==> src/rtl/roc_pkg.sv <==
// constants, field layouts and carrier types of the reference oscillator
// and clock output control block
// assumes a single 100 MHz system clock; the 16 MHz reference is synthesised
package roc_pkg;

    // clock rates
    localparam longint ROC_CLK_HZ        = 100_000_000;
    localparam longint ROC_REF_HZ        = 16_000_000;
    localparam int     ROC_CLK_PERIOD_NS = 10;

    // phase increment of the 16 MHz reference in a 32-bit accumulator
    localparam logic [31:0] ROC_STEP_REF = 32'((ROC_REF_HZ << 32) / ROC_CLK_HZ);

    // oscillator settling after sleep exit or power-up, least time rounds up
    localparam int ROC_SETTLE_NS     = 330_000;
    localparam int ROC_SETTLE_CYCLES = (ROC_SETTLE_NS + ROC_CLK_PERIOD_NS - 1)
                                       / ROC_CLK_PERIOD_NS;

    // register offsets
    localparam logic [5:0] ROC_ADDR_CLK_OUT_CTRL = 6'h03;
    localparam logic [5:0] ROC_ADDR_OSC_CTRL     = 6'h12;
    localparam logic [5:0] ROC_ADDR_STATUS       = 6'h3F;

    // output rate codes
    localparam logic [2:0] ROC_RATE_OFF    = 3'h0;
    localparam logic [2:0] ROC_RATE_1M     = 3'h1;
    localparam logic [2:0] ROC_RATE_2M     = 3'h2;
    localparam logic [2:0] ROC_RATE_4M     = 3'h3;
    localparam logic [2:0] ROC_RATE_8M     = 3'h4;
    localparam logic [2:0] ROC_RATE_16M    = 3'h5;
    localparam logic [2:0] ROC_RATE_250K   = 3'h6;
    localparam logic [2:0] ROC_RATE_62K5   = 3'h7;

    // oscillator source codes
    localparam logic [3:0] ROC_SRC_EXTERNAL = 4'h4;
    localparam logic [3:0] ROC_SRC_CRYSTAL  = 4'hF;

    // clock output control register: pads[7:6] drive[5:4] update_sel[3] rate[2:0]
    typedef struct packed {
        logic [1:0] pad_drive;
        logic [1:0] clock_out_drive_select;
        logic       clock_out_update_select;
        logic [2:0] clock_out_rate_code;
    } roc_clk_ctrl_s;

    // oscillator control register: source[7:4] trim[3:0]
    typedef struct packed {
        logic [3:0] osc_source_select;
        logic [3:0] osc_load_trim;
    } roc_osc_ctrl_s;

    localparam roc_clk_ctrl_s ROC_CLK_CTRL_RST = '{
        pad_drive:               2'h0,
        clock_out_drive_select:  2'h0,
        clock_out_update_select: 1'h1,
        clock_out_rate_code:     ROC_RATE_1M
    };

    localparam roc_osc_ctrl_s ROC_OSC_CTRL_RST = '{
        osc_source_select: ROC_SRC_CRYSTAL,
        osc_load_trim:     4'h0
    };

endpackage

==> src/rtl/roc_clk_gen.sv <==
// prescaled clock output generator: one phase accumulator stepped by the
// 16 MHz reference increment shifted right by the prescale of the rate code
// assumes rate_code and run come from logic on the same clock
`timescale 1ns/1ps
module roc_clk_gen
    import roc_pkg::*;
(
    // clock and reset
    input  wire logic       clk,
    input  wire logic       rst,
    // control
    input  wire logic [2:0] rate_code,
    input  wire logic       run,
    // output
    output logic            clk_out,
    output logic [2:0]      live_code
);
    logic [31:0] acc_q;
    logic [31:0] acc_sum;
    logic [2:0]  want_code;
    logic        fall_edge;

    // every rate is the one reference divided by a power of two
    function automatic logic [31:0] step_of(input logic [2:0] code);
        unique case (code)
            ROC_RATE_OFF:  step_of = 32'h0;
            ROC_RATE_1M:   step_of = ROC_STEP_REF >> 4;
            ROC_RATE_2M:   step_of = ROC_STEP_REF >> 3;
            ROC_RATE_4M:   step_of = ROC_STEP_REF >> 2;
            ROC_RATE_8M:   step_of = ROC_STEP_REF >> 1;
            ROC_RATE_16M:  step_of = ROC_STEP_REF;
            ROC_RATE_250K: step_of = ROC_STEP_REF >> 6;
            ROC_RATE_62K5: step_of = ROC_STEP_REF >> 8;
        endcase
    endfunction

    assign want_code = run ? rate_code : ROC_RATE_OFF;
    assign acc_sum   = acc_q + step_of(live_code);
    assign fall_edge = acc_q[31] & ~acc_sum[31];

    // a change from a running rate waits for a falling edge so no runt pulse escapes; one out of off takes effect at once
    always_ff @(posedge clk or posedge rst) begin
        if (rst) begin
            acc_q     <= 32'h0;
            // idle until run first rises, so no pulse leaves before the reference settles
            live_code <= ROC_RATE_OFF;
        end else if (want_code != live_code &&
                     (live_code == ROC_RATE_OFF || fall_edge)) begin
            acc_q     <= 32'h0;
            live_code <= want_code;
        end else begin
            acc_q     <= acc_sum;
        end
    end

    always_ff @(posedge clk or posedge rst) begin
        if (rst) begin
            clk_out <= 1'b0;
        end else begin
            clk_out <= (live_code == ROC_RATE_OFF) ? 1'b0 : acc_q[31];
        end
    end
endmodule

==> src/rtl/roc_clk_out_ctrl.sv <==
// reference oscillator control and prescaled clock output with register port
// assumes register strobes come from logic on clk; sleep_pin is asynchronous;
// power_on_rst precedes the first rst and is the only reset of the live rate
`timescale 1ns/1ps
module roc_clk_out_ctrl
    import roc_pkg::*;
#(
    parameter int SETTLE_CYCLES = ROC_SETTLE_CYCLES
) (
    // clock and resets
    input  wire logic       clk,
    input  wire logic       rst,
    input  wire logic       power_on_rst,
    // register port
    input  wire logic       reg_wr_en,
    input  wire logic       reg_rd_en,
    input  wire logic [5:0] reg_addr,
    input  wire logic [7:0] reg_wdata,
    output logic [7:0]      reg_rdata,
    output logic            reg_rd_valid,
    // sleep pin
    input  wire logic       sleep_pin,
    // oscillator controls
    output logic [3:0]      osc_load_trim,
    output logic [3:0]      osc_source_select,
    output logic            osc_enable,
    output logic            ext_ref_select,
    output logic            ref_ready,
    // clock output pin and drive
    output logic            master_clock_out_pin,
    output logic [1:0]      clock_out_drive_select,
    output logic [1:0]      pad_drive
);
    // the settling counter is 20 bits wide
    if (SETTLE_CYCLES < 1 || SETTLE_CYCLES > 2**20 - 1) begin : g_bad_settle
        $error("SETTLE_CYCLES out of range");
    end

    roc_clk_ctrl_s clk_ctrl_q;
    roc_osc_ctrl_s osc_ctrl_q;
    logic [2:0]    live_rate_q;
    logic [19:0]   settle_q;
    logic          sleep_sync;
    logic          sleep_q;
    logic          sleep_exit;
    logic          wr_clk_ctrl;
    logic          wr_osc_ctrl;
    logic          immediate;
    logic [2:0]    gen_code;
    logic          gen_out;
    roc_clk_ctrl_s wr_clk;

    roc_sync2 u_sleep_sync (
        .clk      (clk),
        .rst      (power_on_rst),
        .async_in (sleep_pin),
        .sync_out (sleep_sync)
    );

    assign wr_clk      = reg_wdata;
    assign wr_clk_ctrl = reg_wr_en && reg_addr == ROC_ADDR_CLK_OUT_CTRL;
    assign wr_osc_ctrl = reg_wr_en && reg_addr == ROC_ADDR_OSC_CTRL;
    assign sleep_exit  = sleep_q && !sleep_sync;
    assign immediate   = !clk_ctrl_q.clock_out_update_select ||
                         clk_ctrl_q.clock_out_rate_code == ROC_RATE_OFF;

    always_ff @(posedge clk or posedge power_on_rst) begin
        if (power_on_rst) begin
            sleep_q <= 1'b0;
        end else begin
            sleep_q <= sleep_sync;
        end
    end

    // register file, loaded with its reset values by the device reset
    always_ff @(posedge clk or posedge rst) begin
        if (rst) begin
            clk_ctrl_q <= ROC_CLK_CTRL_RST;
        end else if (wr_clk_ctrl) begin
            clk_ctrl_q <= wr_clk;
        end
    end

    always_ff @(posedge clk or posedge rst) begin
        if (rst) begin
            osc_ctrl_q <= ROC_OSC_CTRL_RST;
        end else if (wr_osc_ctrl) begin
            osc_ctrl_q <= reg_wdata;
        end
    end

    // live rate is the shadow copy: the device reset does not touch it
    always_ff @(posedge clk or posedge power_on_rst) begin
        if (power_on_rst) begin
            live_rate_q <= ROC_RATE_1M;
        end else if (sleep_exit) begin
            live_rate_q <= clk_ctrl_q.clock_out_rate_code;
        end else if (!rst && wr_clk_ctrl && immediate) begin
            live_rate_q <= wr_clk.clock_out_rate_code;
        end
    end

    // settling count restarts at power-up and at each sleep exit
    always_ff @(posedge clk or posedge power_on_rst) begin
        if (power_on_rst) begin
            settle_q  <= 20'h0;
            ref_ready <= 1'b0;
        end else if (sleep_sync) begin
            settle_q  <= 20'h0;
            ref_ready <= 1'b0;
        end else if (!ref_ready) begin
            settle_q  <= settle_q + 20'h1;
            ref_ready <= settle_q == 20'(SETTLE_CYCLES - 1);
        end
    end

    roc_clk_gen u_clk_gen (
        .clk       (clk),
        .rst       (power_on_rst),
        .rate_code (live_rate_q),
        .run       (ref_ready),
        .clk_out   (gen_out),
        .live_code (gen_code)
    );

    assign master_clock_out_pin = gen_out;

    // pin-facing controls from flops
    always_ff @(posedge clk or posedge rst) begin
        if (rst) begin
            osc_load_trim          <= ROC_OSC_CTRL_RST.osc_load_trim;
            osc_source_select      <= ROC_OSC_CTRL_RST.osc_source_select;
            osc_enable             <= 1'b0;
            ext_ref_select         <= 1'b0;
            clock_out_drive_select <= ROC_CLK_CTRL_RST.clock_out_drive_select;
            pad_drive              <= ROC_CLK_CTRL_RST.pad_drive;
        end else begin
            osc_load_trim          <= osc_ctrl_q.osc_load_trim;
            osc_source_select      <= osc_ctrl_q.osc_source_select;
            osc_enable             <= !sleep_sync &&
                                      osc_ctrl_q.osc_source_select == ROC_SRC_CRYSTAL;
            ext_ref_select         <= osc_ctrl_q.osc_source_select == ROC_SRC_EXTERNAL;
            clock_out_drive_select <= clk_ctrl_q.clock_out_drive_select;
            pad_drive              <= clk_ctrl_q.pad_drive;
        end
    end

    // read port, one cycle latency, unmapped reads return zero
    always_ff @(posedge clk or posedge rst) begin
        if (rst) begin
            reg_rdata    <= 8'h00;
            reg_rd_valid <= 1'b0;
        end else begin
            reg_rd_valid <= reg_rd_en;
            if (reg_rd_en) begin
                unique case (reg_addr)
                    ROC_ADDR_CLK_OUT_CTRL: reg_rdata <= clk_ctrl_q;
                    ROC_ADDR_OSC_CTRL:     reg_rdata <= osc_ctrl_q;
                    ROC_ADDR_STATUS:       reg_rdata <= {2'h0, sleep_sync, ref_ready,
                                                         1'b0, gen_code};
                    default:               reg_rdata <= 8'h00;
                endcase
            end
        end
    end
endmodule

==> src/rtl/roc_sync2.sv <==
// two-flop synchroniser for a level arriving from outside the clock domain
// assumes the input is a slowly changing level
`timescale 1ns/1ps
module roc_sync2 (
    // clock and reset
    input  wire logic clk,
    input  wire logic rst,
    // level
    input  wire logic async_in,
    output logic      sync_out
);
    logic meta_q;

    // only the second flop reads the first
    always_ff @(posedge clk or posedge rst) begin
        if (rst) begin
            meta_q   <= 1'b0;
            sync_out <= 1'b0;
        end else begin
            meta_q   <= async_in;
            sync_out <= meta_q;
        end
    end
endmodule

==> config.mk <==
export PLATFORM = sky130hd
export DESIGN_NAME = roc_clk_out_ctrl
export DESIGN_NICKNAME = d
export VERILOG_FILES = /design/src/rtl/roc_pkg.sv /design/src/rtl/roc_clk_gen.sv /design/src/rtl/roc_clk_out_ctrl.sv /design/src/rtl/roc_sync2.sv
export SDC_FILE = /design/constraint.sdc
export NUM_CORES = 1
export LEC_CHECK = 0
export ABC_AREA = 1
export BUFFER_PORTS_ARGS = -buffer_cell sky130_fd_sc_hd__buf_2
export CAP_MARGIN = 15
export CORE_UTILIZATION = 55
export DETAILED_ROUTE_END_ITERATION = 10
export MAX_ROUTING_LAYER = met4
export PLACE_DENSITY = 0.74
export SLEW_MARGIN = 20
export SYNTH_ARGS = -nofsm -noshare
export SYNTH_HDL_FRONTEND = slang
export SYNTH_SLANG_ARGS = --single-unit
==> constraint.sdc <==
create_clock -name clk -period 8.9 [get_ports clk]
set_input_delay 1.78 -clock clk [delete_from_list [all_inputs] [get_ports clk]]
set_output_delay 1.78 -clock clk [all_outputs]
set_load 0.005 [all_outputs]
==> PnR_summary.wiki <==
{| class="wikitable"
! Metric !! Value
|-
| Chip width || 110 um
|-
| Vias per Instance || 5.39
|-
| Final cell utilization of the core || 0.626
|-
| Multiplexer area fraction after synthesis || 0.0103
|-
| First-pass GRT wire length || 26,800 um
|-
| Final worst slack || 5170 ps
|-
| Simple-gate portion of the synthesized area || 0.295
|-
| Stage delay of the slowest cell on the critical path || 550 ps
|-
| Max-cap check violation count || 0
|-
| Post-Syn Nets || 953
|-
| Hold Fails Final Rpt || 0
|-
| Timing-limited maximum frequency || 268 MHz
|-
| R2R Path End || u_clk_gen.acc_q[6]
|-
| Clock-pin slew on the worst setup and hold paths || 80 ps
|-
| Global-route usage over all layers || 0.310
|-
| Startpoint of the worst hold path || osc_ctrl_q[6]
|-
| Async set-or-reset flop fraction in the synthesized netlist || 1.00
|-
| Antenna Cells || 0
|-
| Final global-route overflow total || 0
|-
| Sink Count || 102
|-
| Source-to-sink clock delay at the later pin of the worst-skew pair || 370 ps
|-
| Maximum number of pins on one net before global-route repair || 64
|-
| Total of endpoints with negative setup slack in the final report || 0
|-
| Initial core utilization || 0.563
|-
| Cells resized by post-CTS repair || 0
|-
| Sequential cell area fraction in the yosys report || 0.399
|-
| Critical Path Most Common Cell || nand2_1
|-
| Core Region || 11,400 sq um
|-
| Cell types occupying the most area after synthesis || dfrtp_1 35%, nand2_1 14%, ha_1 7.8%, inv_1 7.8%, nor2_1 6.0%
|-
| Arrival time at the worst endpoint || 4020 ps
|-
| Cell depth of the worst hold path || 0
|-
| CTS Root Buffer Type || clkbuf_16
|-
| Pre-CTS setup slack || 5240 ps
|-
| Nets || 1,000
|-
| Buffers inserted by post-CTS timing repair || 0
|-
| Power after layout || 1.00 mW
|-
| Final clock skew || 8.56 ps
|-
| Critical-path cell list || inv_1, o21ai_0, inv_1, ha_1, nand2_1, inv_1, nand2_1, inv_1, nand2_1, nand2_1, a21oi_1, nand2_1, a21o_1, ha_1, a21o_1, nand2_1, buf_4, o21ai_0, a21oi_1
|-
| Most common cell in the netlist || nand2_1
|-
| Final standard cell count with taps included and fillers excluded || 1,087
|-
| Main synth FF type || dfrtp_1
|-
| Min Tclk post-route || 3730 ps
|-
| Average footprint of a synthesized cell || 7.20 sq um
|-
| Class of the most critical setup path || reg -> reg
|-
| Initial antenna violation count || 0
|-
| Highest-delay cell along the critical path || dfrtp_1
|-
| Maximum resistive drop on vdd || 0.000167 V
|-
| R2r startpoint || u_clk_gen.live_code[2]
|-
| DPL Wire Length || 12,900 um
|-
| Post-Place Cell Area || 6800 sq um
|-
| Synthesized-area fraction occupied by ao, oa, aoi and oai cells || 0.116
|-
| Portion of the clock cycle consumed by the worst path in the final layout || 0.420
|-
| Library cell with the largest summed area after synthesis || dfrtp_1
|-
| Die height || 110 um
|-
| Clock tree from TritonCTS || done
|-
| Post-route worst hold slack || 394 ps
|-
| Number of iterations in the first detailed-routing pass || 7
|-
| Setup repair after global routing missed its margin || no
|-
| Number of violations reported at the end of detailed-routing iteration 0 || 468
|-
| Synth Area in XOR/XNOR || 0.0109
|-
| Count of input and output buffers || 44
|-
| Count of flip-flops with a built-in enable after synthesis || 0
|-
| Yosys reg bits || 102
|-
| Setup_tns || 0 ps
|-
| # placed instances || 1,071
|-
| Area added between synthesis and finish || 11.3%
|-
| DR WL/cell || 15.4 um
|-
| Number of warning messages in the yosys log || 0
|-
| Number of vias after detailed routing || 5,855
|-
| Required time reported for the critical path endpoint || 9190 ps
|-
| Post-Syn Instances || 892
|-
| # H-tree levels || 3
|-
| Areal power density over the cells || 140 nW/um^2
|-
| Total die area || 12,100 sq um
|-
| Worst min-delay path category || reg -> reg
|-
| Fraction of final layout cells with drive strength greater than 1 || 0.107
|-
| Main combinational cell family by area after synthesis || simple AND/OR/NAND/NOR gates
|-
| Post-synth cell types || 40
|-
| Std-Cell Rows || 39
|-
| Cts hold-fix bufs || 0
|-
| Tightest slew margin relative to the limit || 0.450
|-
| Gpl congestion || 1.02
|-
| TritonCTS Buffers || 9
|-
| Maximum fanout encountered on the critical timing path || 27
|-
| Post-synth top area share || 0.354
|-
| Run status || finished clean
|-
| Startpoint type of the worst setup path || register
|-
| Slew at the pin closest to its max-slew limit || 825 ps
|-
| Count of cells along the worst register-to-register path || 19
|-
| Post-route cell area || 7150 sq um
|-
| Mapped Area || 6430 sq um
|-
| Synthesized-area fraction occupied by adder cells || 0.0810
|-
| Flop2flop setup slack || 5170 ps
|-
| Static Leak || 3.89 nW
|-
| Post-DRT Antenna Nets || 0
|-
| Vias in the first global route || 5,301
|-
| Bufs on Longest Clock Path || 2
|-
| Final count of pins violating max slew || 0
|-
| DRC viols || 0
|-
| Setup crit end kind || register
|-
| Final wirelength || 16,800 um
|-
| Leading cell types by count after synthesis || 239 x nand2_1, 133 x inv_1, 102 x nor2_1
|-
| Io pins || 45
|-
| Hold worst-path end || osc_source_select[2]
|}
-- cells in the final DEF, fill, tap and decap left out, types with 2 or more instances in the layout --
master,synthesis,routed
a21o_1,4,4
a21oi_1,51,51
a22oi_1,2,2
a31oi_1,7,7
buf_2,2,44
buf_4,0,3
bufinv_16,0,2
clkbuf_16,0,9
clkinv_8,0,2
dfrtp_1,91,91
dfstp_2,11,11
ha_1,40,40
inv_1,133,132
inv_2,4,5
inv_6,0,2
mux2_2,5,5
nand2_1,239,239
nand2_2,7,7
nand3_1,56,56
nand3_2,2,2
nand3b_1,2,2
nand4_1,11,11
nor2_1,102,102
nor2_2,2,2
nor3_1,15,15
nor3_2,2,2
nor4_1,9,9
o211ai_1,4,4
o21a_1,2,2
o21ai_0,53,53
o21ai_1,2,2
o21bai_1,6,6
or2_2,3,3
xnor2_1,4,4
xor2_1,4,4
-- cell families (layout without fill, tap and decap cells) --
kind of cell / Yosys count / count (layout)
buf+inv: 148 / 200
mux: 6 / 6
compound gates: 136 / 136
xor+xnor: 8 / 8
flops: 102 / 102
fa+ha+maj: 41 / 41
simple gates: 451 / 451
-- per-layer routing --
| metal | up-vias | wire (um) | GRT usage |
|---|---|---|---|
| met1 | 2673 | 8260 | 0.452 |
| met4 | 0 | 231 | 0.0686 |
| li1 | 2978 | - | - |
| met3 | 18 | 1290 | 0.0835 |
| met2 | 186 | 7010 | 0.429 |
| met5 | - | 0 | - |
-- worst max path at each step --
stage,from,to,slack [ps],cells past startpoint
5_1_grt,u_clk_gen.live_code[2],u_clk_gen.acc_q[6],4730,19
3_5_place_dp,u_clk_gen.live_code[2],u_clk_gen.acc_q[6],5240,19
3_3_place_gp,u_clk_gen.live_code[2],u_clk_gen.acc_q[6],5250,20
2_1_floorplan,power_on_rst,live_rate_q[1],5550,1
6_report,u_clk_gen.live_code[2],u_clk_gen.acc_q[6],5170,19
4_1_cts,u_clk_gen.live_code[2],u_clk_gen.acc_q[6],5190,19
-- state kept, by name (all words and copies together), names as in the netlist, 2 cells and up --
| name | cells |
|---|---|
| u_clk_gen.acc_q | 32 |
| settle_q | 20 |
| osc_ctrl_q | 8 |
| osc_source_select | 4 |
| reg_rdata | 8 |
| u_clk_gen.live_code | 3 |
| pad_drive | 2 |
| osc_load_trim | 4 |
| live_rate_q | 3 |
| clock_out_drive_select | 2 |
| clk_ctrl_q | 8 |
-- power by group --
| group | internal, mW | leakage (nW) | switching (mW) |
|---|---|---|---|
| clock network | 0.255 | 0.168 | 0.198 |
| logic | 0.0178 | 2.36 | 0.0285 |
| registers | 0.489 | 1.36 | 0.0151 |
-- area by class of cell --
cell class | instances | area (sq um)
clock buffer | 9 | 225
clock inverter | 7 | 121
fill | 1069 | 4270
inverter | 137 | 514
multi-input combinational | 642 | 3300
sequential | 102 | 2570
tap | 143 | 179
timing repair buffer | 47 | 243
-- worst max-delay path: cells and delay by family (launching register included) --
family,cells,cell delay [ps]
AOI/OAI and AO/OA,6,1180
adders and majority gates,2,510
buffers and inverters,5,900
DFF,1,550
and+or+nand+nor,6,490
Power figures use the tool's default switching activity.
